**config.mk**
```make
export PLATFORM = sky130hd
export DESIGN_NAME = multichannel_dma_core
export DESIGN_NICKNAME = d
export VERILOG_FILES = /design/src/inc/dma_core_pkg.sv /design/src/verilog/multichannel_dma_core.sv
export SDC_FILE = /design/constraint.sdc
export NUM_CORES = 2
export LEC_CHECK = 0
export ABC_AREA = 1
export BUFFER_PORTS_ARGS = -buffer_cell sky130_fd_sc_hd__buf_4
export CORE_ASPECT_RATIO = 1.4
export CORE_MARGIN = 1.5
export CORE_UTILIZATION = 30
export DETAILED_ROUTE_END_ITERATION = 6
export HOLD_SLACK_MARGIN = 0.02
export PLACE_DENSITY = 0.53
export SYNTH_ARGS = -nofsm -noshare
export SYNTH_HDL_FRONTEND = slang
export SYNTH_HIERARCHICAL = 1
export SYNTH_SLANG_ARGS = --single-unit
```
**constraint.sdc**
```tcl
create_clock -name clk_sys_i -period 6.41 [get_ports clk_sys_i]
set_clock_uncertainty 0.15 [all_clocks]
set_input_delay 0.9615 -clock clk_sys_i [delete_from_list [all_inputs] [get_ports clk_sys_i]]
set_output_delay 0.9615 -clock clk_sys_i [all_outputs]
set_load 0.1 [all_outputs]
```
**src/inc/dma_core_pkg.sv**
```systemverilog
// Purpose: shared constants, types and register map of the six-channel dma core
// Assumes: 16-bit word-addressed memory-mapped register port, word-wide memories
// Notes:   channel register n, field k sits at CH_BASE + n*16 + k

package dma_core_pkg;

    localparam int NUM_CHANNELS = 6;
    localparam int WORD_W = 16;
    localparam int MMR_ADDR_W = 8;
    localparam int XFER_FIFO_DEPTH = 16;

    ////////////////////////////////////////////////////////////////////////////////////////////
    // register offsets
    localparam logic [7:0] OFS_ELEMENT_INDEX = 8'h3A;
    localparam logic [7:0] OFS_SET_CLEAR = 8'h3E;
    localparam logic [7:0] OFS_PRIORITY_ENABLE = 8'h3F;
    localparam logic [3:0] CH_BLOCK_FIRST = 4'h4;
    localparam logic [3:0] SUB_SRC = 4'h0;
    localparam logic [3:0] SUB_DST = 4'h1;
    localparam logic [3:0] SUB_ELEM_CNT = 4'h2;
    localparam logic [3:0] SUB_FRAME_CNT = 4'h3;
    localparam logic [3:0] SUB_MODE = 4'h4;
    localparam logic [3:0] SUB_SRC_RELOAD = 4'h5;
    localparam logic [3:0] SUB_DST_RELOAD = 4'h6;
    localparam logic [3:0] SUB_CNT_RELOAD = 4'h7;
    localparam logic [3:0] SUB_FRAME_RELOAD = 4'h8;

    ////////////////////////////////////////////////////////////////////////////////////////////
    // transfer_mode_control fields
    localparam int MODE_AUTO_BIT = 15;
    localparam int MODE_DWORD_BIT = 12;
    localparam int MODE_SRC_EXT_BIT = 11;
    localparam int MODE_SRC_ADJ_LO = 8;
    localparam int MODE_SRC_SPACE_LO = 6;
    localparam int MODE_DST_EXT_BIT = 5;
    localparam int MODE_DST_ADJ_LO = 2;
    localparam int MODE_DST_SPACE_LO = 0;

    // priority_enable_reg and channel_enable_set_clear fields
    localparam int PE_ENABLE_LO = 0;
    localparam int PE_RELOAD_SEL_BIT = 7;
    localparam int PE_PRIORITY_LO = 8;
    localparam int SC_OP_BIT = 15;
    localparam int SC_SELECT_LO = 0;

    // reset values
    localparam logic [15:0] MODE_RESET = 16'h0000;
    localparam logic [15:0] WORD_RESET = 16'h0000;
    localparam logic [7:0] FRAME_RESET = 8'h00;

    typedef enum logic [1:0] {
        SPACE_PROGRAM = 2'b00,
        SPACE_DATA = 2'b01,
        SPACE_IO = 2'b10,
        SPACE_RESERVED = 2'b11
    } space_t;

    typedef enum logic [1:0] {
        ADJ_HOLD = 2'b00,
        ADJ_INC = 2'b01,
        ADJ_DEC = 2'b10,
        ADJ_INDEX = 2'b11
    } adj_t;

    typedef enum logic [0:0] {
        RD_IDLE = 1'b0,
        RD_BUSY = 1'b1
    } rd_state_t;

    typedef struct packed {
        logic we;
        logic re;
        logic [MMR_ADDR_W-1:0] addr;
        logic [WORD_W-1:0] wdata;
    } mmr_req_t;

    typedef struct packed {
        logic [WORD_W-1:0] addr;
        space_t space;
        logic ext;
    } mem_req_t;

    typedef struct packed {
        logic [WORD_W-1:0] data;
        mem_req_t dst;
    } xfer_t;

endpackage : dma_core_pkg

```
**src/verilog/multichannel_dma_core.sv**
```systemverilog
// Purpose: six-channel dma engine with read port, transfer fifo and write port
// Assumes: one read and one write outstanding at most, handshakes held until ack
// Notes:   counters hold count minus one, so 16'hFFFF means 65536 elements
//
// Function
// - destination external bit 5 routes writes out
// - source external bit 11 routes reads out
// - space codes program, data, io, reserved
// - program addresses beyond on-chip bound go external
// - enable set/clear register at 0x3E
// - bit 15 chooses set or clear
// - bits 5-0 pick channels, others untouched
// - set/clear register is write-only, reads zero
// - dma memory view ignores cpu map bits
// - high priority channels served before low
// - equal priority channels served round-robin
// - per-side post inc, dec or index
// - auto mode reloads addresses and counts, continues
// - every channel owns a reload register set
// - reload select bit picks channel-0 or own
// - 8-bit frame counter drops on last read
// - frame counter reloads only with auto bit
// - frame count zero means single frame
// - 16-bit element counter drops after each element
// - element counter reloads after each frame, the last only with auto bit
// - doubleword moves two words as one element
// - one external reader, one external writer channel
// - dma wins bus, cpu held with waits

////////////////////////////////////////////////////////////////////////////////////////////////
// transfer fifo between read side and write side
module dma_xfer_fifo #(
    parameter int WIDTH = 35,
    parameter int DEPTH = 16
) (
    input wire logic clk_sys_i,
    input wire logic arst_n_i,
    input wire logic in_valid_i,
    output logic in_ready_o,
    input wire logic [WIDTH-1:0] in_data_i,
    output logic out_valid_o,
    input wire logic out_ready_i,
    output logic [WIDTH-1:0] out_data_o
);
    localparam int AW = $clog2(DEPTH);

    logic [WIDTH-1:0] mem [DEPTH];
    logic [AW-1:0] wr_ptr;
    logic [AW-1:0] rd_ptr;
    logic [AW:0] fill;
    logic push;
    logic pop;

    assign push = in_valid_i && in_ready_o;
    assign pop = out_valid_o && out_ready_i;
    assign in_ready_o = (fill != (AW+1)'(DEPTH)); // honest full stalls the read side
    assign out_valid_o = (fill != '0);
    assign out_data_o = mem[rd_ptr];

    // storage, no reset needed on data words
    always_ff @(posedge clk_sys_i) begin
        if (push) begin
            mem[wr_ptr] <= in_data_i;
        end
    end

    // pointers and fill level
    always_ff @(posedge clk_sys_i or negedge arst_n_i) begin
        if (!arst_n_i) begin
            wr_ptr <= '0;
            rd_ptr <= '0;
            fill <= '0;
        end else begin
            if (push) begin
                wr_ptr <= (wr_ptr == AW'(DEPTH-1)) ? '0 : wr_ptr + AW'(1);
            end
            if (pop) begin
                rd_ptr <= (rd_ptr == AW'(DEPTH-1)) ? '0 : rd_ptr + AW'(1);
            end
            fill <= fill + (AW+1)'(push) - (AW+1)'(pop);
        end
    end
endmodule : dma_xfer_fifo

////////////////////////////////////////////////////////////////////////////////////////////////
module multichannel_dma_core import dma_core_pkg::*; #(
    parameter int NUM_CH = NUM_CHANNELS,
    parameter int FIFO_DEPTH = XFER_FIFO_DEPTH,
    parameter logic [15:0] PROG_ONCHIP_LIMIT = 16'h4000
) (
    input wire logic clk_sys_i,
    input wire logic arst_n_i,
    input wire mmr_req_t mmr_i,
    output logic [15:0] mmr_rdata_o,
    output logic rd_req_o,
    output mem_req_t rd_o,
    input wire logic rd_ack_i,
    input wire logic [15:0] rd_data_i,
    output logic wr_req_o,
    output xfer_t wr_o,
    input wire logic wr_ack_i,
    input wire logic cpu_req_i,
    output logic cpu_hold_o,
    output logic [NUM_CH-1:0] block_done_o
);
    localparam int CW = $clog2(NUM_CH);

    // working and reload registers per channel
    logic [15:0] src_addr [NUM_CH];
    logic [15:0] dst_addr [NUM_CH];
    logic [15:0] element_counter [NUM_CH];
    logic [7:0] frame_counter [NUM_CH];
    logic [15:0] transfer_mode_control [NUM_CH];
    logic [15:0] source_reload [NUM_CH];
    logic [15:0] dest_reload [NUM_CH];
    logic [15:0] element_count_reload [NUM_CH];
    logic [7:0] frame_count_reload [NUM_CH];
    logic [NUM_CH-1:0] dword_half;
    logic [15:0] element_index;

    // priority_enable_reg fields
    logic [NUM_CH-1:0] channel_enable_bit;
    logic [NUM_CH-1:0] high_priority;
    logic reload_set_select;

    logic rd_ext_own_v;
    logic [CW-1:0] rd_ext_own;
    logic wr_ext_own_v;
    logic [CW-1:0] wr_ext_own;
    logic [CW-1:0] last_hi;
    logic [CW-1:0] last_lo;
    rd_state_t rd_state;
    logic [CW-1:0] cur_ch;
    mem_req_t cur_dst;

    // on-chip map is fixed; cpu map, rom-in-data and overlay bits never reach this logic
    function automatic logic is_external(logic sel, logic [1:0] space, logic [15:0] a);
        is_external = sel || (space == SPACE_PROGRAM && a >= PROG_ONCHIP_LIMIT);
    endfunction : is_external

    function automatic logic [15:0] adj_addr(logic [15:0] a, logic [1:0] m, logic [15:0] idx);
        case (m)
            ADJ_INC: adj_addr = a + 16'h0001;
            ADJ_DEC: adj_addr = a - 16'h0001;
            ADJ_INDEX: adj_addr = a + idx;
            default: adj_addr = a;
        endcase
    endfunction : adj_addr

    // returns {hit, channel} for a per-channel register address
    function automatic logic [CW:0] ch_decode(logic [7:0] a);
        logic [3:0] blk;
        blk = a[7:4] - CH_BLOCK_FIRST;
        ch_decode = {(a[7:4] >= CH_BLOCK_FIRST) && (blk < 4'(NUM_CH))
                     && (a[3:0] <= SUB_FRAME_RELOAD), blk[CW-1:0]};
    endfunction : ch_decode

    // round-robin pick starting after the last served channel
    function automatic logic [CW:0] rr_pick(logic [NUM_CH-1:0] req, logic [CW-1:0] last);
        int idx;
        rr_pick = '0;
        for (int i = NUM_CH; i >= 1; i--) begin
            idx = (int'(last) + i) % NUM_CH;
            if (req[idx]) begin
                rr_pick = {1'b1, CW'(idx)};
            end
        end
    endfunction : rr_pick

    ////////////////////////////////////////////////////////////////////////////////////////////
    // register port decode
    logic [CW:0] wr_dec;
    logic [CW:0] rd_dec;
    logic ch_wr;
    logic pe_wr;
    logic sc_wr;

    assign wr_dec = ch_decode(mmr_i.addr);
    assign rd_dec = wr_dec;
    assign ch_wr = mmr_i.we && wr_dec[CW];
    assign pe_wr = mmr_i.we && (mmr_i.addr == OFS_PRIORITY_ENABLE);
    assign sc_wr = mmr_i.we && (mmr_i.addr == OFS_SET_CLEAR);

    ////////////////////////////////////////////////////////////////////////////////////////////
    // eligibility and arbitration
    logic [NUM_CH-1:0] src_ext_now;
    logic [NUM_CH-1:0] dst_ext_now;
    logic [NUM_CH-1:0] eligible;
    logic [CW:0] pick_hi;
    logic [CW:0] pick_lo;
    logic [CW:0] pick;
    logic [CW-1:0] pch;
    logic fifo_in_ready;
    logic fifo_out_valid;
    xfer_t fifo_out;
    logic grant;

    for (genvar g = 0; g < NUM_CH; g++) begin : g_elig
        logic [15:0] m;
        assign m = transfer_mode_control[g];
        assign src_ext_now[g] = is_external(m[MODE_SRC_EXT_BIT],
                                            m[MODE_SRC_SPACE_LO +: 2], src_addr[g]);
        assign dst_ext_now[g] = is_external(m[MODE_DST_EXT_BIT],
                                            m[MODE_DST_SPACE_LO +: 2], dst_addr[g]);
        // reserved space codes never run; only the owning channel may go external
        assign eligible[g] = channel_enable_bit[g]
            && (m[MODE_SRC_SPACE_LO +: 2] != SPACE_RESERVED)
            && (m[MODE_DST_SPACE_LO +: 2] != SPACE_RESERVED)
            && (!src_ext_now[g] || !rd_ext_own_v || rd_ext_own == CW'(g))
            && (!dst_ext_now[g] || !wr_ext_own_v || wr_ext_own == CW'(g));
    end

    assign pick_hi = rr_pick(eligible & high_priority, last_hi);
    assign pick_lo = rr_pick(eligible & ~high_priority, last_lo);
    assign pick = pick_hi[CW] ? pick_hi : pick_lo;
    assign pch = pick[CW-1:0];
    // one read in flight, so room at grant means room at the ack
    assign grant = (rd_state == RD_IDLE) && pick[CW] && fifo_in_ready;

    ////////////////////////////////////////////////////////////////////////////////////////////
    // completion of the element being read
    logic rd_done;
    logic [15:0] cur_mode;
    logic elem_end;
    logic frame_end;
    logic block_end;
    logic [CW-1:0] rs;
    logic [NUM_CH-1:0] hw_clear;
    logic [NUM_CH-1:0] done_vec;

    assign rd_done = (rd_state == RD_BUSY) && rd_ack_i;
    assign cur_mode = transfer_mode_control[cur_ch];
    assign elem_end = !cur_mode[MODE_DWORD_BIT] || dword_half[cur_ch];
    assign frame_end = elem_end && (element_counter[cur_ch] == 16'h0000);
    assign block_end = frame_end && (frame_counter[cur_ch] == 8'h00);
    assign rs = reload_set_select ? cur_ch : '0;
    assign done_vec = (rd_done && block_end) ? (NUM_CH'(1) << cur_ch) : '0;
    assign hw_clear = cur_mode[MODE_AUTO_BIT] ? '0 : done_vec;

    // read side state
    always_ff @(posedge clk_sys_i or negedge arst_n_i) begin
        if (!arst_n_i) begin
            rd_state <= RD_IDLE;
            rd_req_o <= 1'b0;
            rd_o <= '0;
            cur_ch <= '0;
            cur_dst <= '0;
            last_hi <= CW'(NUM_CH-1);
            last_lo <= CW'(NUM_CH-1);
        end else begin
            if (grant) begin
                rd_state <= RD_BUSY;
                rd_req_o <= 1'b1;
                cur_ch <= pch;
                rd_o.addr <= src_addr[pch];
                rd_o.space <= space_t'(transfer_mode_control[pch][MODE_SRC_SPACE_LO +: 2]);
                rd_o.ext <= src_ext_now[pch];
                cur_dst.addr <= dst_addr[pch];
                cur_dst.space <= space_t'(transfer_mode_control[pch][MODE_DST_SPACE_LO +: 2]);
                cur_dst.ext <= dst_ext_now[pch];
                if (pick_hi[CW]) begin
                    last_hi <= pch;
                end else begin
                    last_lo <= pch;
                end
            end else if (rd_done) begin
                rd_state <= RD_IDLE;
                rd_req_o <= 1'b0;
            end
        end
    end

    // external bus ownership, released once the owner is disabled and its side has drained
    always_ff @(posedge clk_sys_i or negedge arst_n_i) begin
        if (!arst_n_i) begin
            rd_ext_own_v <= 1'b0;
            rd_ext_own <= '0;
            wr_ext_own_v <= 1'b0;
            wr_ext_own <= '0;
        end else begin
            if (grant && src_ext_now[pch]) begin
                rd_ext_own_v <= 1'b1;
                rd_ext_own <= pch;
            end else if (!channel_enable_bit[rd_ext_own] && rd_state == RD_IDLE) begin
                rd_ext_own_v <= 1'b0;
            end
            if (grant && dst_ext_now[pch]) begin
                wr_ext_own_v <= 1'b1;
                wr_ext_own <= pch;
            end else if (!channel_enable_bit[wr_ext_own] && !fifo_out_valid && !wr_req_o) begin
                wr_ext_own_v <= 1'b0;
            end
        end
    end

    ////////////////////////////////////////////////////////////////////////////////////////////
    // channel registers: software writes take the cycle over engine updates
    always_ff @(posedge clk_sys_i or negedge arst_n_i) begin
        if (!arst_n_i) begin
            for (int c = 0; c < NUM_CH; c++) begin
                src_addr[c] <= WORD_RESET;
                dst_addr[c] <= WORD_RESET;
                element_counter[c] <= WORD_RESET;
                frame_counter[c] <= FRAME_RESET;
                transfer_mode_control[c] <= MODE_RESET;
                source_reload[c] <= WORD_RESET;
                dest_reload[c] <= WORD_RESET;
                element_count_reload[c] <= WORD_RESET;
                frame_count_reload[c] <= FRAME_RESET;
            end
            dword_half <= '0;
            element_index <= WORD_RESET;
        end else begin
            if (rd_done) begin
                src_addr[cur_ch] <= adj_addr(src_addr[cur_ch], cur_mode[MODE_SRC_ADJ_LO +: 2],
                                             element_index);
                dst_addr[cur_ch] <= adj_addr(dst_addr[cur_ch], cur_mode[MODE_DST_ADJ_LO +: 2],
                                             element_index);
                dword_half[cur_ch] <= cur_mode[MODE_DWORD_BIT] && !dword_half[cur_ch];
                if (elem_end && !frame_end) begin
                    element_counter[cur_ch] <= element_counter[cur_ch] - 16'h0001;
                end else if (frame_end && !block_end) begin
                    frame_counter[cur_ch] <= frame_counter[cur_ch] - 8'h01;
                    element_counter[cur_ch] <= element_count_reload[rs];
                end else if (block_end && cur_mode[MODE_AUTO_BIT]) begin
                    src_addr[cur_ch] <= source_reload[rs];
                    dst_addr[cur_ch] <= dest_reload[rs];
                    element_counter[cur_ch] <= element_count_reload[rs];
                    frame_counter[cur_ch] <= frame_count_reload[rs];
                end
            end
            if (mmr_i.we && mmr_i.addr == OFS_ELEMENT_INDEX) begin
                element_index <= mmr_i.wdata;
            end
            if (ch_wr) begin
                case (mmr_i.addr[3:0])
                    SUB_SRC: src_addr[wr_dec[CW-1:0]] <= mmr_i.wdata;
                    SUB_DST: dst_addr[wr_dec[CW-1:0]] <= mmr_i.wdata;
                    SUB_ELEM_CNT: element_counter[wr_dec[CW-1:0]] <= mmr_i.wdata;
                    SUB_FRAME_CNT: frame_counter[wr_dec[CW-1:0]] <= mmr_i.wdata[7:0];
                    SUB_MODE: transfer_mode_control[wr_dec[CW-1:0]] <= mmr_i.wdata;
                    SUB_SRC_RELOAD: source_reload[wr_dec[CW-1:0]] <= mmr_i.wdata;
                    SUB_DST_RELOAD: dest_reload[wr_dec[CW-1:0]] <= mmr_i.wdata;
                    SUB_CNT_RELOAD: element_count_reload[wr_dec[CW-1:0]] <= mmr_i.wdata;
                    default: frame_count_reload[wr_dec[CW-1:0]] <= mmr_i.wdata[7:0];
                endcase
            end
        end
    end

    ////////////////////////////////////////////////////////////////////////////////////////////
    // priority_enable_reg; completion clears first so no stray transfer follows
    logic [NUM_CH-1:0] sc_sel;
    logic [NUM_CH-1:0] en_kept;

    assign sc_sel = mmr_i.wdata[SC_SELECT_LO +: NUM_CH];
    assign en_kept = channel_enable_bit & ~hw_clear;

    always_ff @(posedge clk_sys_i or negedge arst_n_i) begin
        if (!arst_n_i) begin
            channel_enable_bit <= '0;
            high_priority <= '0;
            reload_set_select <= 1'b0;
        end else begin
            if (pe_wr) begin
                // a set/clear set racing completion may re-arm a channel; a direct write avoids it
                channel_enable_bit <= mmr_i.wdata[PE_ENABLE_LO +: NUM_CH] & ~hw_clear;
                high_priority <= mmr_i.wdata[PE_PRIORITY_LO +: NUM_CH];
                reload_set_select <= mmr_i.wdata[PE_RELOAD_SEL_BIT];
            end else if (sc_wr && mmr_i.wdata[SC_OP_BIT]) begin
                channel_enable_bit <= en_kept | sc_sel;
            end else if (sc_wr) begin
                channel_enable_bit <= en_kept & ~sc_sel;
            end else begin
                channel_enable_bit <= en_kept;
            end
        end
    end

    ////////////////////////////////////////////////////////////////////////////////////////////
    // transfer fifo and write side
    xfer_t fifo_in;

    assign fifo_in.data = rd_data_i;
    assign fifo_in.dst = cur_dst;

    dma_xfer_fifo #(
        .WIDTH($bits(xfer_t)),
        .DEPTH(FIFO_DEPTH)
    ) u_fifo (
        .clk_sys_i(clk_sys_i),
        .arst_n_i(arst_n_i),
        .in_valid_i(rd_done),
        .in_ready_o(fifo_in_ready),
        .in_data_i(fifo_in),
        .out_valid_o(fifo_out_valid),
        .out_ready_i(!wr_req_o),
        .out_data_o(fifo_out)
    );

    // write request held until acknowledged; a full fifo stalls new grants
    always_ff @(posedge clk_sys_i or negedge arst_n_i) begin
        if (!arst_n_i) begin
            wr_req_o <= 1'b0;
            wr_o <= '0;
        end else if (!wr_req_o && fifo_out_valid) begin
            wr_req_o <= 1'b1;
            wr_o <= fifo_out;
        end else if (wr_req_o && wr_ack_i) begin
            wr_req_o <= 1'b0;
        end
    end

    ////////////////////////////////////////////////////////////////////////////////////////////
    // register read data, cpu hold and completion pulses
    logic [15:0] rd_word;

    always_comb begin
        rd_word = 16'h0000; // unmapped and set/clear read as zero
        if (mmr_i.addr == OFS_PRIORITY_ENABLE) begin
            rd_word[PE_ENABLE_LO +: NUM_CH] = channel_enable_bit;
            rd_word[PE_PRIORITY_LO +: NUM_CH] = high_priority;
            rd_word[PE_RELOAD_SEL_BIT] = reload_set_select;
        end else if (mmr_i.addr == OFS_ELEMENT_INDEX) begin
            rd_word = element_index;
        end else if (rd_dec[CW]) begin
            case (mmr_i.addr[3:0])
                SUB_SRC: rd_word = src_addr[rd_dec[CW-1:0]];
                SUB_DST: rd_word = dst_addr[rd_dec[CW-1:0]];
                SUB_ELEM_CNT: rd_word = element_counter[rd_dec[CW-1:0]];
                SUB_FRAME_CNT: rd_word = {8'h00, frame_counter[rd_dec[CW-1:0]]};
                SUB_MODE: rd_word = transfer_mode_control[rd_dec[CW-1:0]];
                SUB_SRC_RELOAD: rd_word = source_reload[rd_dec[CW-1:0]];
                SUB_DST_RELOAD: rd_word = dest_reload[rd_dec[CW-1:0]];
                SUB_CNT_RELOAD: rd_word = element_count_reload[rd_dec[CW-1:0]];
                default: rd_word = {8'h00, frame_count_reload[rd_dec[CW-1:0]]};
            endcase
        end
    end

    always_ff @(posedge clk_sys_i or negedge arst_n_i) begin
        if (!arst_n_i) begin
            mmr_rdata_o <= 16'h0000;
            cpu_hold_o <= 1'b0;
            block_done_o <= '0;
        end else begin
            if (mmr_i.re) begin
                mmr_rdata_o <= rd_word;
            end
            cpu_hold_o <= cpu_req_i && (rd_req_o || wr_req_o || grant);
            block_done_o <= done_vec;
        end
    end

endmodule : multichannel_dma_core
```
==> flow_summary.yaml <==
logic_synthesis:
  synth_compound_area_frac: 0.1964
  yosysTopAreaCell: "dfrtp_1"
  avgSynthCellArea_um2: 7.625
  ys_seq_area_frac: 0.4661
  synth-seq-cells: 1491
  synth.area.mux_share: 0.005393
  ys_top_cells_by_area: "dfrtp_1, edfxtp_1, nand2_1"
  ys_types: 77
  syn_inst: 11290
  synth_top_family_by_area: "simple AND/OR/NAND/NOR gates"
  syn-cell-area_um2: 86080
  synthFlopType: "dfrtp_1"
  synth_edf_count: 560
  synth_top_area_share: 0.2695
  synthArstFlopShare: 0.6244
  synth_common_cells: "nand2_1, inv_1, o21ai_0, dfrtp_1, nand3_1"
  ys_warn_count: 6
  syn_nets: 11410
  yosysMostFrequentCell: "nand2_1"
  synth-simple-area-share: 0.2150
  synth_fa_ha_area_frac: 0.01087
  yosys.area_share.xor_xnor: 0.004477
drt:
  ant_nets: 0
  vias: 83690
  drt_iter0_drc: 10100
  totalWireLength_um: 404400
  drc_errors: 1
  firstDrtPassIters: 7
  viasPerCell: 5.584
  wire_per_inst_um: 26.98
die:
  die_y_um: 636.8
  die-width_um: 455.7
  initial_core_util: 0.3017
  num_io_pins: 126
  dieArea_um2: 290200
  core-area_um2: 285300
  num_rows: 232
clock_tree:
  clkTransAtPathRegs_ns: 0.06
  clk_latency_ns: 0.90
  cts.sinks: 1491
  numCtsBuffers: 176
  clk_path_buf_depth: 4
  cts-root-buf: "clkbuf_16"
  post_cts_resized: 0
  cts_tree: "done"
  cts.htree.levels: 4
setup_path:
  critical_path_arrival_ns: 6.55
  endpoint_kind: "flip-flop"
  cp_num_buf_inv: 5
  required_ns: 6.99
  critPathMaxStageDelay_ns: 1.19
  crit_start: "cur_ch[1]"
  crit_family: "compound AO/OA/AOI/OAI gates"
  path_common_cell: "inv_2"
  r2r-end: "dst_addr[81]"
  crit_slowest_cell: "a32oi_1"
  start_kind: "flip-flop"
  r2r-start: "cur_ch[1]"
  worstRegToRegCells: 16
  worstPathMaxFanout: 29
  rrSetupSlack_ns: 0.43
  worst-setup-path-type: "flip-flop to flip-flop"
  path_cells: "nor2_4, buf_4, a22oi_1, o221ai_1, a32oi_1, inv_2, nor2_2, inv_2, nor2_4, nand2_4, inv_2, buf_4, nand2_1, nand2_1, o21ai_1, a21oi_1"
place:
  portBuffers: 125
  dp_hpwl_um: 261800
  dp.cells: 14680
  place.gp.congestion: 1.021
  place_area_um2: 91290
  pre_cts_slack_ns: 0.8483
cells_and_area:
  seq_area_um2: 40130
  final_nets: 11230
  n_fill_cell: 30570
  stdcell_count: 14990
  fin_area_um2: 96680
  area_growth_pct: 12.32
  multi_input_area_um2: 37540
  layout-drive-gt1-share: 0.07903
timing:
  fmax_ghz: 0.1673
  finalCritPeriodShare: 0.9326
  worstMarginPinSlew_ns: 1.405
  relSlewSlack: 0.05346
  post-route-min-period_ns: 5.978
  hold_viol_final: 0
  whs_ns: 0.1184
  tns_ns: 0
  report.final.setup_viol: 0
  slew_viol_final: 0
  fin_ws_ns: 0.4321
  rsz0062_at_grt: "no"
global_route:
  gr-total-overflow: 0
  grt_pass1_wl_um: 578000
  grt_usage: 0.2708
  grt_pass1_vias: 78960
  grt_max_degree: 169
  antenna_found_initial: 40
power_and_ir_drop:
  vdd_drop_max_uv: 1360
  power_leakage_uw: 0.04274
  p_per_area_nw_per_um2: 510.3
status:
  violations: "design-rule violations"
  status: "complete, but fails checks"
worst_hold_path:
  worstHoldPathType: "input pin to flip-flop"
  min_from: "wr_ack_i"
  holdPathEnd: "wr_req_o"
  holdPathStages: 2
run:
  maxCapViolCount: 0
[through the flow]
step	total power (uW)	utilization
after floorplan	29790	-
after CTS	48840	0.3386
after global routing	51970	0.3386
after global placement	38980	0.3199
after detailed placement	39030	0.3199
final	49340	0.3388
[cell type report]
cell class                      count  share of cell area
Inverter                         1464             0.05716
Timing Repair Buffer              415             0.03554
Clock buffer                      230             0.04984
Clock inverter                     61            0.005125
Sequential cell                  1491              0.4151
Multi-Input combinational cell   7562              0.3883
Tap cell                         3744             0.04845
Antenna cell                       20           0.0005177
[sequential cells by signal, indices dropped and copies added (netlist names), 35 cells and up]
register and flops:
dest_reload 96, dst_addr 96, element_count_reload 96, element_counter 96, frame_count_reload 48, frame_counter 48, g_elig.m 96, source_reload 96
src_addr 96, u_fifo/mem 560, wr_o 35
[report_power, final]
group | internal [uW] | total [uW] | switching (uW)
logic | 6790 | 26400 | 19600
clock network | 5490 | 9760 | 4260
registers | 11800 | 13200 | 1450
[logic make-up after synthesis]
family | after synthesis
simple gates | 4531
compound gates | 2872
buf+inv | 2236
flops | 1491
fa+ha+maj | 73
xor+xnor | 44
mux | 42
[worst max path at each step]
stage	to	slack, ns	cells after the start
2_1_floorplan	u_fifo/mem[11][0]	1.85	9
3_3_place_gp	mmr_rdata_o[4]	-0.004	13
3_5_place_dp	mmr_rdata_o[2]	0.85	13
4_1_cts	cur_dst[6]	1.03	27
5_1_grt	element_counter[71]	0.45	15
6_report	dst_addr[81]	0.43	16
[metal layers]
metal  vias to the layer above  share of wire  GRT usage
met5                         -        0.00043          0
met4                        28          0.097     0.2227
met3                      1604          0.092    0.06707
met2                      4589           0.45     0.4302
met1                     40030           0.36     0.3080
li1                      37440              -          -
[what timing repair did]
| item | in CTS | in global routing |
|---|---|---|
| setup endpoints to repair | 0 | 0 |
| buffers inserted | 0 | 0 |
| hold buffers | 1 | 0 |
| hold endpoints to repair | 51 | 0 |
[layout by cell type (no fill, tap or decap), types with 34 or more instances in the layout]
cell	netlist	final
nand2_1	2997	2984
inv_1	1389	1374
o21ai_0	1050	1045
dfrtp_1	927	924
nand3_1	847	844
a21oi_1	634	634
edfxtp_1	560	560
nor2_1	523	491
buf_4	25	387
o22ai_1	382	382
a22oi_1	202	202
clkbuf_16	0	177
o21ai_1	139	144
o211ai_1	100	100
o221ai_1	73	73
ha_1	70	70
o31ai_1	59	58
inv_2	41	54
nor3_1	56	53
clkinv_1	32	45
a31oi_1	39	39
a32o_1	38	38
mux2_2	35	35
clkbuf_1	521	34
Power figures use the tool's default switching activity.
